$ cat config.mk
export PLATFORM = sky130hd
export DESIGN_NAME = usb_link_power_timeout_config
export DESIGN_NICKNAME = d
export VERILOG_FILES = /design/src/design/gap_timeout_calc.v /design/src/design/usb_link_power_timeout_config.v
export VERILOG_INCLUDE_DIRS = /design/src /design/src/design
export SDC_FILE = /design/constraint.sdc
export NUM_CORES = 1
export LEC_CHECK = 0
export BUFFER_PORTS_ARGS = -buffer_cell sky130_fd_sc_hd__buf_2
export CORE_ASPECT_RATIO = 1.2
export CORE_MARGIN = 1.5
export CORE_UTILIZATION = 47
export DETAILED_ROUTE_END_ITERATION = 10
export GPL_ROUTABILITY_DRIVEN = 0
export PLACE_DENSITY_LB_ADDON = 0.08
export SLEW_MARGIN = 20
export SYNTH_ARGS = -nofsm -noshare
export SYNTH_HDL_FRONTEND = slang
export SYNTH_SLANG_ARGS = --single-unit
$ cat constraint.sdc
create_clock -name i_clk_sys -period 6.5 [get_ports i_clk_sys]
set_clock_uncertainty 0.05 [all_clocks]
set_input_delay 0.325 -clock i_clk_sys [delete_from_list [all_inputs] [get_ports i_clk_sys]]
set_output_delay 0.325 -clock i_clk_sys [all_outputs]
set_load 0.005 [all_outputs]
$ cat src/design/usb_link_power_timeout_config_map.vh
/*
 Register map, field positions, reset values and gap timing figures
 for the USB link power and inter-packet timeout configuration bank.
 Assumes it is included by its bare name from the design files.
*/
`ifndef USB_LINK_POWER_TIMEOUT_CONFIG_MAP_VH
`define USB_LINK_POWER_TIMEOUT_CONFIG_MAP_VH

// APB byte address of the configuration word
`define LPC_ADDR_CONFIG      12'h084

// Field positions inside the configuration word
`define LPC_BIT_U1_SELF      10
`define LPC_BIT_U1_ACCEPT    9
`define LPC_BIT_LTM          8
`define LPC_FS_CAL_LSB       4
`define LPC_FS_CAL_MSB       6
`define LPC_HS_CAL_LSB       13
`define LPC_HS_CAL_MSB       15

// Values used when no stored configuration image exists
`define LPC_RST_U1_SELF      1'h0
`define LPC_RST_U1_ACCEPT    1'h1
`define LPC_RST_LTM          1'h0
`define LPC_RST_FS_CAL       3'h0
`define LPC_RST_HS_CAL       3'h0

// Gap timing in tenths of a bit time, 60 MHz PHY clock only
`define LPC_FS_BASE_TENTHS   13'h00A0
`define LPC_FS_MIN_TENTHS    13'h00A0
`define LPC_FS_MAX_TENTHS    13'h00B4
`define LPC_FS_STEP_TENTHS   13'h0002
`define LPC_HS_BASE_TENTHS   13'h1CC0
`define LPC_HS_MIN_TENTHS    13'h1CC0
`define LPC_HS_MAX_TENTHS    13'h1FE0
`define LPC_HS_STEP_TENTHS   13'h0050

`endif
$ cat src/design/gap_timeout_calc.v
/*
 Inter-packet gap timeout calculator: picks the calibration field for
 the current link speed and turns it into the effective timeout.
 Assumes the speed flag and calibration fields are on i_clk_sys.
*/
`timescale 1ns/100ps
`include "usb_link_power_timeout_config_map.vh"

module gap_timeout_calc (
	input  wire        i_clk_sys,
	input  wire        i_reset,
	input  wire        i_fs_mode,
	input  wire [2:0]  i_fs_cal,
	input  wire [2:0]  i_hs_cal,
	output reg  [2:0]  o_cal_q,
	output reg  [12:0] o_timeout_q
);

	// Keeps a result inside the window the USB standard allows
	function [12:0] clamp;
		input [12:0] val;
		input [12:0] lo;
		input [12:0] hi;
		begin
			if (val < lo)
				clamp = lo;
			else if (val > hi)
				clamp = hi;
			else
				clamp = val;
		end
	endfunction

	wire [12:0] fs_add;
	wire [12:0] hs_add;
	wire [12:0] fs_sum;
	wire [12:0] hs_sum;

	// Each PHY clock adds 0.2 bit times at full speed, 8 at high speed
	assign fs_add = {10'h000, i_fs_cal} * `LPC_FS_STEP_TENTHS;
	assign hs_add = {10'h000, i_hs_cal} * `LPC_HS_STEP_TENTHS;
	assign fs_sum = `LPC_FS_BASE_TENTHS + fs_add;
	assign hs_sum = `LPC_HS_BASE_TENTHS + hs_add;

	// Registered so the core sees a glitch-free value on speed changes
	always @(posedge i_clk_sys) begin
		if (i_reset) begin
			o_cal_q     <= 3'h0;
			o_timeout_q <= `LPC_FS_BASE_TENTHS;
		end else if (i_fs_mode) begin
			o_cal_q     <= i_fs_cal;
			o_timeout_q <= clamp(fs_sum, `LPC_FS_MIN_TENTHS, `LPC_FS_MAX_TENTHS);
		end else begin
			o_cal_q     <= i_hs_cal;
			o_timeout_q <= clamp(hs_sum, `LPC_HS_MIN_TENTHS, `LPC_HS_MAX_TENTHS);
		end
	end

endmodule

$ cat src/design/usb_link_power_timeout_config.v
/*
 APB register bank for U1 link power enables, latency tolerance
 messaging enable and the inter-packet gap calibration fields.
 Only byte address 12'h084 is mapped; any other address gets an
 error answer. Each access takes one wait state. The chip reset
 loads the no-image defaults; usb and lite resets load the last
 stored image, or only its calibration fields while i_rst_protect is set.
 Assumes APB master, USB core strobes and image loader all run on
 i_clk_sys; usb and lite reset requests are one-cycle pulses.
*/
// How it works
// - Self-initiated U1 needs bit and host feature
// - Host U1 requests accepted when bit set
// - Both U1 bits act fully independently
// - Guarded resets keep U1 and latency bits
// - Latency messaging follows its enable bit
// - Full-speed calibration times factor added to timeout
// - Full-speed timeout held within 16-18 bit times
// - Each full-speed PHY clock adds 0.2 bits
// - Only 60 MHz factors are implemented
// - Not full speed: present high-speed calibration
// - Each high-speed PHY clock adds 8 bits
// - Self-initiate and latency default 0, restore image
// - Host-accept defaults 1, restores to image
`timescale 1ns/100ps
`include "usb_link_power_timeout_config_map.vh"

module usb_link_power_timeout_config (
	input  wire        i_clk_sys,
	input  wire        i_reset,
	// APB slave
	input  wire        i_psel,
	input  wire        i_penable,
	input  wire        i_pwrite,
	input  wire [11:0] i_paddr,
	input  wire [31:0] i_pwdata,
	input  wire [3:0]  i_pstrb,
	output reg  [31:0] o_prdata,
	output reg         o_pready,
	output reg         o_pslverr,
	// USB core status and reset requests
	input  wire        i_usb_reset,
	input  wire        i_lite_reset,
	input  wire        i_rst_protect,
	input  wire        i_fs_mode,
	input  wire        i_host_u1_feature,
	// Configuration image loader
	input  wire        i_image_load,
	input  wire        i_image_u1_self,
	input  wire        i_image_u1_accept,
	input  wire        i_image_ltm,
	input  wire [2:0]  i_image_fs_cal,
	input  wire [2:0]  i_image_hs_cal,
	// Controls toward the USB device core
	output reg         o_u1_self_initiate,
	output reg         o_u1_host_accept,
	output reg         o_latency_msg_on,
	output wire [2:0]  o_gap_calibration,
	output wire [12:0] o_gap_timeout_tenths
);

	// Merges one write byte lane into the old byte under its strobe.
	// Lanes 2 and 3 carry no fields, so their strobes are not looked at.
	function [7:0] lane_merge;
		input [7:0] old_val;
		input [7:0] new_val;
		input       strobe;
		begin
			if (strobe)
				lane_merge = new_val;
			else
				lane_merge = old_val;
		end
	endfunction

	// Software visible fields
	reg        u1_self_initiate_allow_q;
	reg        u1_host_request_accept_q;
	reg        latency_tolerance_msg_on_q;
	reg  [2:0] fullspeed_gap_calibration_q;
	reg  [2:0] highspeed_gap_calibration_q;

	// Last loaded configuration image
	reg        img_u1_self_q;
	reg        img_u1_accept_q;
	reg        img_ltm_q;
	reg  [2:0] img_fs_cal_q;
	reg  [2:0] img_hs_cal_q;

	// Next values of the software visible fields
	reg        u1_self_initiate_allow_d;
	reg        u1_host_request_accept_d;
	reg        latency_tolerance_msg_on_d;
	reg  [2:0] fullspeed_gap_calibration_d;
	reg  [2:0] highspeed_gap_calibration_d;

	// Next values of the image store
	reg        img_u1_self_d;
	reg        img_u1_accept_d;
	reg        img_ltm_d;
	reg  [2:0] img_fs_cal_d;
	reg  [2:0] img_hs_cal_d;

	// Next values of the bus answer
	reg        pready_d;
	reg        pslverr_d;
	reg [31:0] prdata_d;

	// Next values of the controls toward the core
	reg        u1_self_initiate_d;
	reg        u1_host_accept_d;
	reg        latency_msg_on_d;

	// Bus decode
	wire        addr_hit;
	wire        access;
	wire        wr_commit;
	wire        usb_side_reset;
	wire [31:0] cfg_word;
	wire [7:0]  wr_lane0;
	wire [7:0]  wr_lane1;
	wire        wr_u1_self;
	wire        wr_u1_accept;
	wire        wr_ltm;
	wire [2:0]  wr_fs_cal;
	wire [2:0]  wr_hs_cal;

	assign addr_hit       = (i_paddr == `LPC_ADDR_CONFIG);
	assign access         = i_psel & i_penable;
	// Writes land only at the edge where the master sees pready high
	assign wr_commit      = access & o_pready & i_pwrite & addr_hit;
	// A usb reset and a lite reset act the same on this bank
	assign usb_side_reset = i_usb_reset | i_lite_reset;

	// Current register image; unlisted and reserved bits read as zero
	assign cfg_word = {16'h0000,
		highspeed_gap_calibration_q,
		2'h0,
		u1_self_initiate_allow_q,
		u1_host_request_accept_q,
		latency_tolerance_msg_on_q,
		1'h0,
		fullspeed_gap_calibration_q,
		4'h0};

	assign wr_lane0 = lane_merge(cfg_word[7:0], i_pwdata[7:0], i_pstrb[0]);
	assign wr_lane1 = lane_merge(cfg_word[15:8], i_pwdata[15:8], i_pstrb[1]);

	// Field values of a write, each lane already merged under its strobe
	assign wr_u1_self   = wr_lane1[`LPC_BIT_U1_SELF - 8];
	assign wr_u1_accept = wr_lane1[`LPC_BIT_U1_ACCEPT - 8];
	assign wr_ltm       = wr_lane1[`LPC_BIT_LTM - 8];
	assign wr_fs_cal    = wr_lane0[`LPC_FS_CAL_MSB:`LPC_FS_CAL_LSB];
	assign wr_hs_cal    = wr_lane1[`LPC_HS_CAL_MSB - 8:`LPC_HS_CAL_LSB - 8];

	// APB answer: one wait state, then pready for a single cycle.
	// Registering the answer keeps every bus output on a flip-flop; the
	// price is a fixed wait state on every access.
	always @* begin
		pready_d  = 1'b0;
		pslverr_d = 1'b0;
		prdata_d  = 32'h0000_0000;
		if (access & ~o_pready) begin
			// Unmapped addresses answer with an error and zero data
			pready_d  = 1'b1;
			pslverr_d = ~addr_hit;
			if (~i_pwrite & addr_hit)
				prdata_d = cfg_word;
		end
	end

	// Bus answer registers
	always @(posedge i_clk_sys) begin
		if (i_reset) begin
			o_pready  <= 1'b0;
			o_prdata  <= 32'h0000_0000;
			o_pslverr <= 1'b0;
		end else begin
			o_pready  <= pready_d;
			o_prdata  <= prdata_d;
			o_pslverr <= pslverr_d;
		end
	end

	// Image store: defaults until a loader supplies a real image.
	// Usb and lite resets read from it and never change it.
	always @* begin
		img_u1_self_d   = img_u1_self_q;
		img_u1_accept_d = img_u1_accept_q;
		img_ltm_d       = img_ltm_q;
		img_fs_cal_d    = img_fs_cal_q;
		img_hs_cal_d    = img_hs_cal_q;
		if (i_image_load) begin
			img_u1_self_d   = i_image_u1_self;
			img_u1_accept_d = i_image_u1_accept;
			img_ltm_d       = i_image_ltm;
			img_fs_cal_d    = i_image_fs_cal;
			img_hs_cal_d    = i_image_hs_cal;
		end
	end

	// Image registers; after a chip reset no stored image exists
	always @(posedge i_clk_sys) begin
		if (i_reset) begin
			img_u1_self_q   <= `LPC_RST_U1_SELF;
			img_u1_accept_q <= `LPC_RST_U1_ACCEPT;
			img_ltm_q       <= `LPC_RST_LTM;
			img_fs_cal_q    <= `LPC_RST_FS_CAL;
			img_hs_cal_q    <= `LPC_RST_HS_CAL;
		end else begin
			img_u1_self_q   <= img_u1_self_d;
			img_u1_accept_q <= img_u1_accept_d;
			img_ltm_q       <= img_ltm_d;
			img_fs_cal_q    <= img_fs_cal_d;
			img_hs_cal_q    <= img_hs_cal_d;
		end
	end

	// Next field values. Priority, highest first: image load, usb or
	// lite reset, APB write. A reset request beats a software write in
	// the same cycle so the core never starts from a half-written state.
	always @* begin
		u1_self_initiate_allow_d    = u1_self_initiate_allow_q;
		u1_host_request_accept_d    = u1_host_request_accept_q;
		latency_tolerance_msg_on_d  = latency_tolerance_msg_on_q;
		fullspeed_gap_calibration_d = fullspeed_gap_calibration_q;
		highspeed_gap_calibration_d = highspeed_gap_calibration_q;
		// A fresh image replaces the stored copy and the live fields
		if (i_image_load) begin
			u1_self_initiate_allow_d    = i_image_u1_self;
			u1_host_request_accept_d    = i_image_u1_accept;
			latency_tolerance_msg_on_d  = i_image_ltm;
			fullspeed_gap_calibration_d = i_image_fs_cal;
			highspeed_gap_calibration_d = i_image_hs_cal;
		end else if (usb_side_reset) begin
			// Calibration fields are not guarded: every such reset reloads
			fullspeed_gap_calibration_d = img_fs_cal_q;
			highspeed_gap_calibration_d = img_hs_cal_q;
			// With the guard set the link power bits keep their values
			if (~i_rst_protect) begin
				u1_self_initiate_allow_d   = img_u1_self_q;
				u1_host_request_accept_d   = img_u1_accept_q;
				latency_tolerance_msg_on_d = img_ltm_q;
			end
		end else if (wr_commit) begin
			// An APB write changes only what its byte strobes select
			u1_self_initiate_allow_d    = wr_u1_self;
			u1_host_request_accept_d    = wr_u1_accept;
			latency_tolerance_msg_on_d  = wr_ltm;
			fullspeed_gap_calibration_d = wr_fs_cal;
			highspeed_gap_calibration_d = wr_hs_cal;
		end
	end

	// Field registers; a chip reset loads the no-image defaults
	always @(posedge i_clk_sys) begin
		if (i_reset) begin
			u1_self_initiate_allow_q    <= `LPC_RST_U1_SELF;
			u1_host_request_accept_q    <= `LPC_RST_U1_ACCEPT;
			latency_tolerance_msg_on_q  <= `LPC_RST_LTM;
			fullspeed_gap_calibration_q <= `LPC_RST_FS_CAL;
			highspeed_gap_calibration_q <= `LPC_RST_HS_CAL;
		end else begin
			u1_self_initiate_allow_q    <= u1_self_initiate_allow_d;
			u1_host_request_accept_q    <= u1_host_request_accept_d;
			latency_tolerance_msg_on_q  <= latency_tolerance_msg_on_d;
			fullspeed_gap_calibration_q <= fullspeed_gap_calibration_d;
			highspeed_gap_calibration_q <= highspeed_gap_calibration_d;
		end
	end

	// Controls toward the core. Each U1 output looks at its own bit
	// only, so one enable can never mask the other. The self-initiate
	// path also needs the host's U1 feature.
	always @* begin
		u1_self_initiate_d = u1_self_initiate_allow_q & i_host_u1_feature;
		u1_host_accept_d   = u1_host_request_accept_q;
		latency_msg_on_d   = latency_tolerance_msg_on_q;
	end

	// Control registers; they read 0 while the chip reset is held
	always @(posedge i_clk_sys) begin
		if (i_reset) begin
			o_u1_self_initiate <= 1'b0;
			o_u1_host_accept   <= 1'b0;
			o_latency_msg_on   <= 1'b0;
		end else begin
			o_u1_self_initiate <= u1_self_initiate_d;
			o_u1_host_accept   <= u1_host_accept_d;
			o_latency_msg_on   <= latency_msg_on_d;
		end
	end

	// Speed dependent gap calibration and effective timeout; both are
	// registered in the submodule, so they lag i_fs_mode by one edge
	gap_timeout_calc u_gap (
		.i_clk_sys   (i_clk_sys),
		.i_reset     (i_reset),
		.i_fs_mode   (i_fs_mode),
		.i_fs_cal    (fullspeed_gap_calibration_q),
		.i_hs_cal    (highspeed_gap_calibration_q),
		.o_cal_q     (o_gap_calibration),
		.o_timeout_q (o_gap_timeout_tenths)
	);

endmodule

==> qor.csv <==
stage,metric,value,unit
detailed_routing,via count,1589,
power_and_ir_drop,VDD IR max,0.1134,mV
synth,Synth Warn #,0,
final_layout,post-layout instance area,2512,µm²
synth,Cells after Synth,216,
grt,All-Layer GR Usage,16.84,%
synth,"Avg Cell Area, Syn",9.876,µm²
synth,biggest area consumer among synthesized cells,dfxtp_1,
sta,Slew @ Worst Pin,0.5750,ns
place,PortBufs,71,
cts,clk root buf,clkbuf_8,
worst_setup_path,Crit path depth,8,
place,Placed Area,2422,µm²
sta,tightest hold margin,0.1563,ns
cts,Max clock buf depth,2,
final_layout,Final #Nets,356,
power_and_ir_drop,Seq pwr share,54.4,%
synth,number of synthesized flops with an enable pin,0,
sta,minimum clock period after layout,2.459,ns
worst_setup_path,"Critical Path, Cell by Cell","ha_1, ha_1, inv_1, ha_1, nor2_1, or4b_2, and2_1, a21boi_0",
detailed_routing,Via density,4.674,
power_and_ir_drop,switching part of the total,26.09,%
sta,Worst slew margin,61.66,%
cts,Sink Count,46,
sta,Achievable Freq,406.7,MHz
cts,number of CTS-inserted buffers,5,
sta,Setup TNS,0,ns
worst_setup_path,CP startpoint,highspeed_gap_calibration_q[0],
final_layout,final core occ,58.51,%
worst_setup_path,kind of end point of the critical path,flop,
sta,"Period Utilization, post-route",37.83,%
power_and_ir_drop,PD cells,221.2,nW/µm²
grt,Congestion Overflow GR,0,
synth,Synth top area share,43.17,%
sta,final setup vio count,0,
worst_setup_path,CP bufs+invs,1,
cts,CTS tree,built,
synth,sequential share of the synthesized area,43.17,%
cts,post-cts sizing count,0,
die,Die Y,76.80,µm
final_layout,diode count,0,
worst_setup_path,worst setup path endpoint,u_gap.o_timeout_q[6],
die,Starting Density,49.68,%
hold_path,Worst Hold Launch,i_fs_mode,
grt,first-pass GRT wire length,6.644,mm
detailed_routing,drt first pass iters,4,
power_and_ir_drop,P_leak,0.001247,µW
final_layout,Area Growth Syn to Fin,17.77,%
run,Max-Cap Viols,0,
power_and_ir_drop,Gate power share,14.9,%
cts,htree depth,2,
sta,RSZ-0062 raised after global routing,false,
grt,number of global-route vias before repair,1464,
worst_setup_path,family with the most delay on the worst path,simple AND/OR/NAND/NOR gates,
worst_setup_path,cell repeated most along the worst path,ha_1,
synth,Synth cell types,40,
die,core area,4294,µm²
sta,Fin. Hold Viols,0,
die,io pins,121,
worst_setup_path,Worst path max stage delay,0.65,ns
place,detailed placer's ending HPWL,2.859,mm
final_layout,layout cells sized above 1,30.28,%
synth,"FF+latch count, synth",46,
cts,cts hold-fix bufs,0,
worst_setup_path,Worst Path Arrival,2.64,ns
worst_setup_path,worst path required time,6.68,ns
die,die area,4954,µm²
sta,fin. max-slew vios,0,
die,Die Wd,64.50,µm
cts,clk slew on worst S/H paths,0.09,ns
synth,fraction of registers with async set/reset,0,%
die,row count,26,
worst_setup_path,"slowest stage cell, crit path",or4b_2,
detailed_routing,Remaining DRCs,0,
worst_setup_path,Worst setup SP type,flop,
worst_setup_path,R2R Path Start,highspeed_gap_calibration_q[0],
grt,pin count of the biggest net entering global routing,33,
worst_setup_path,CP Class,flop to flop,
place,dpl ws,4.042,ns
status,outcome,"finished, final reports clean",
detailed_routing,drt wl/cell,11.41,µm
synth,Post-Syn Area,2133,µm²
final_layout,fillcell total,415,
synth,main flop type after synthesis,dfxtp_1,
cts,Worst-Skew Late Latency,0.29,ns
worst_setup_path,RR Endpoint,u_gap.o_timeout_q[6],
power_and_ir_drop,cell-internal power,410.7,µW
worst_setup_path,r2r setup slk,4.04,ns
sta,final setup margin,4.041,ns
synth,Synth area leaders,"dfxtp_1 43%, buf_4 8.8%, mux2i_1 7.5%",
worst_setup_path,FF-to-FF path depth,8,
detailed_routing,drt total wl,3.878,mm
detailed_routing,drt initial violations,74,
power_and_ir_drop,switching power,145.0,µW
cts,post-CTS setup buffers,0,
worst_setup_path,worst-path fanout max,5,
detailed_routing,Routed Antenna Nets,0,
hold_path,Worst Hold Class,input port to flop,
grt,initial antenna violation count,0,
power_and_ir_drop,clock group share of total power,30.7,%
[state kept, by name (all words and copies together), names as in the netlist]
register	count
img_ltm_q	1
img_hs_cal_q	3
u1_host_accept_d	1
o_pslverr	1
o_u1_self_initiate	1
u_gap.o_timeout_q	11
o_latency_msg_on	1
highspeed_gap_calibration_q	3
o_prdata	9
fullspeed_gap_calibration_q	3
o_pready	1
o_u1_host_accept	1
u1_self_initiate_allow_q	1
img_u1_accept_q	1
u_gap.o_cal_q	3
img_u1_self_q	1
latency_msg_on_d	1
img_fs_cal_q	3
[worst min path at each step]
stage,cells past startpoint,slack [ns],endpoint
after floorplan,1,0.35,u_gap.o_timeout_q[11]
after global placement,1,0.38,o_prdata[8]
after detailed placement,1,0.39,o_prdata[8]
after CTS,2,0.15,u_gap.o_timeout_q[11]
after global routing,2,0.16,u_gap.o_timeout_q[11]
final,2,0.16,u_gap.o_timeout_q[11]
[layout by cell type, fill, tap and decap left out, drive strengths merged, types with 3 or more instances in the layout]
cell type  Yosys  final
a211o          8      8
mux2i         16     16
conb           1     24
ha             5      5
clkbuf         8      5
nand2b         7      7
nand2          3      3
nor2          17     17
and2          13     13
nor2b          5      5
dfxtp         46     46
nand3          3      3
o21a           9      9
buf           26     71
a21o           3      3
inv           10     10
a311oi         8      8
a21oi          3      3
[synth_stat cells (3+ instances only)]
cell      count
and2_1       13
a311oi_1      8
inv_1        10
nor2b_1       5
buf_4        25
a21o_1        3
nand2b_1      7
a211o_1       8
clkbuf_1      8
a21oi_1       3
o21a_1        9
nand3_1       3
dfxtp_1      46
nor2_1       16
ha_1          5
mux2i_1      16
nand2_1       3
[power groups by stage]
stage / combinational, µW / sequential (µW) / clock [µW]
CTS: 83.0 / 303 / 178
global route: 93.5 / 305 / 192
global placement: 82.3 / 309 / 0
detailed placement: 82.6 / 309 / 0
finish: 82.8 / 302 / 170
floorplan: 64.2 / 309 / 0
[area by class of cell]
type	instances	area [µm²]	area share, %
multi-input combinational	149	1039	41.33
sequential	46	920.9	36.65
timing repair buffer	71	355.3	14.14
tap	56	70.07	2.789
clock buffer	5	68.82	2.739
inverter	10	37.54	1.494
clock inverter	3	21.27	0.8466
[per-stage QoR]
stage	instances	power [µW]
4_1_cts	340	563.6
6_report	340	555.6
5_1_grt	340	589.6
3_3_place_gp	332	391.2
3_5_place_dp	332	391.9
2_1_floorplan	239	373.0
[metal layers]
metal	wire (µm)	GRT usage [%]
met5	0	0
met1	1858	22.08
met4	64	7.021
met3	216	3.812
met2	1738	26.56
[logic make-up (layout without fill, tap and decap cells)]
group / Yosys count / after routing / synth area share, %
multiplexers: 17 / 17 / 8.211
other: 1 / 24 / 0.1758
XOR/XNOR: 2 / 2 / 0.8213
flip-flops: 46 / 46 / 43.17
AND/OR/NAND/NOR: 61 / 61 / 17.77
adder cells (fa/ha/maj): 5 / 5 / 2.933
AO/OA/AOI/OAI: 40 / 40 / 14.72
buffers and inverters: 44 / 89 / 12.20
Note: power is estimated with default switching activity, not from simulation.
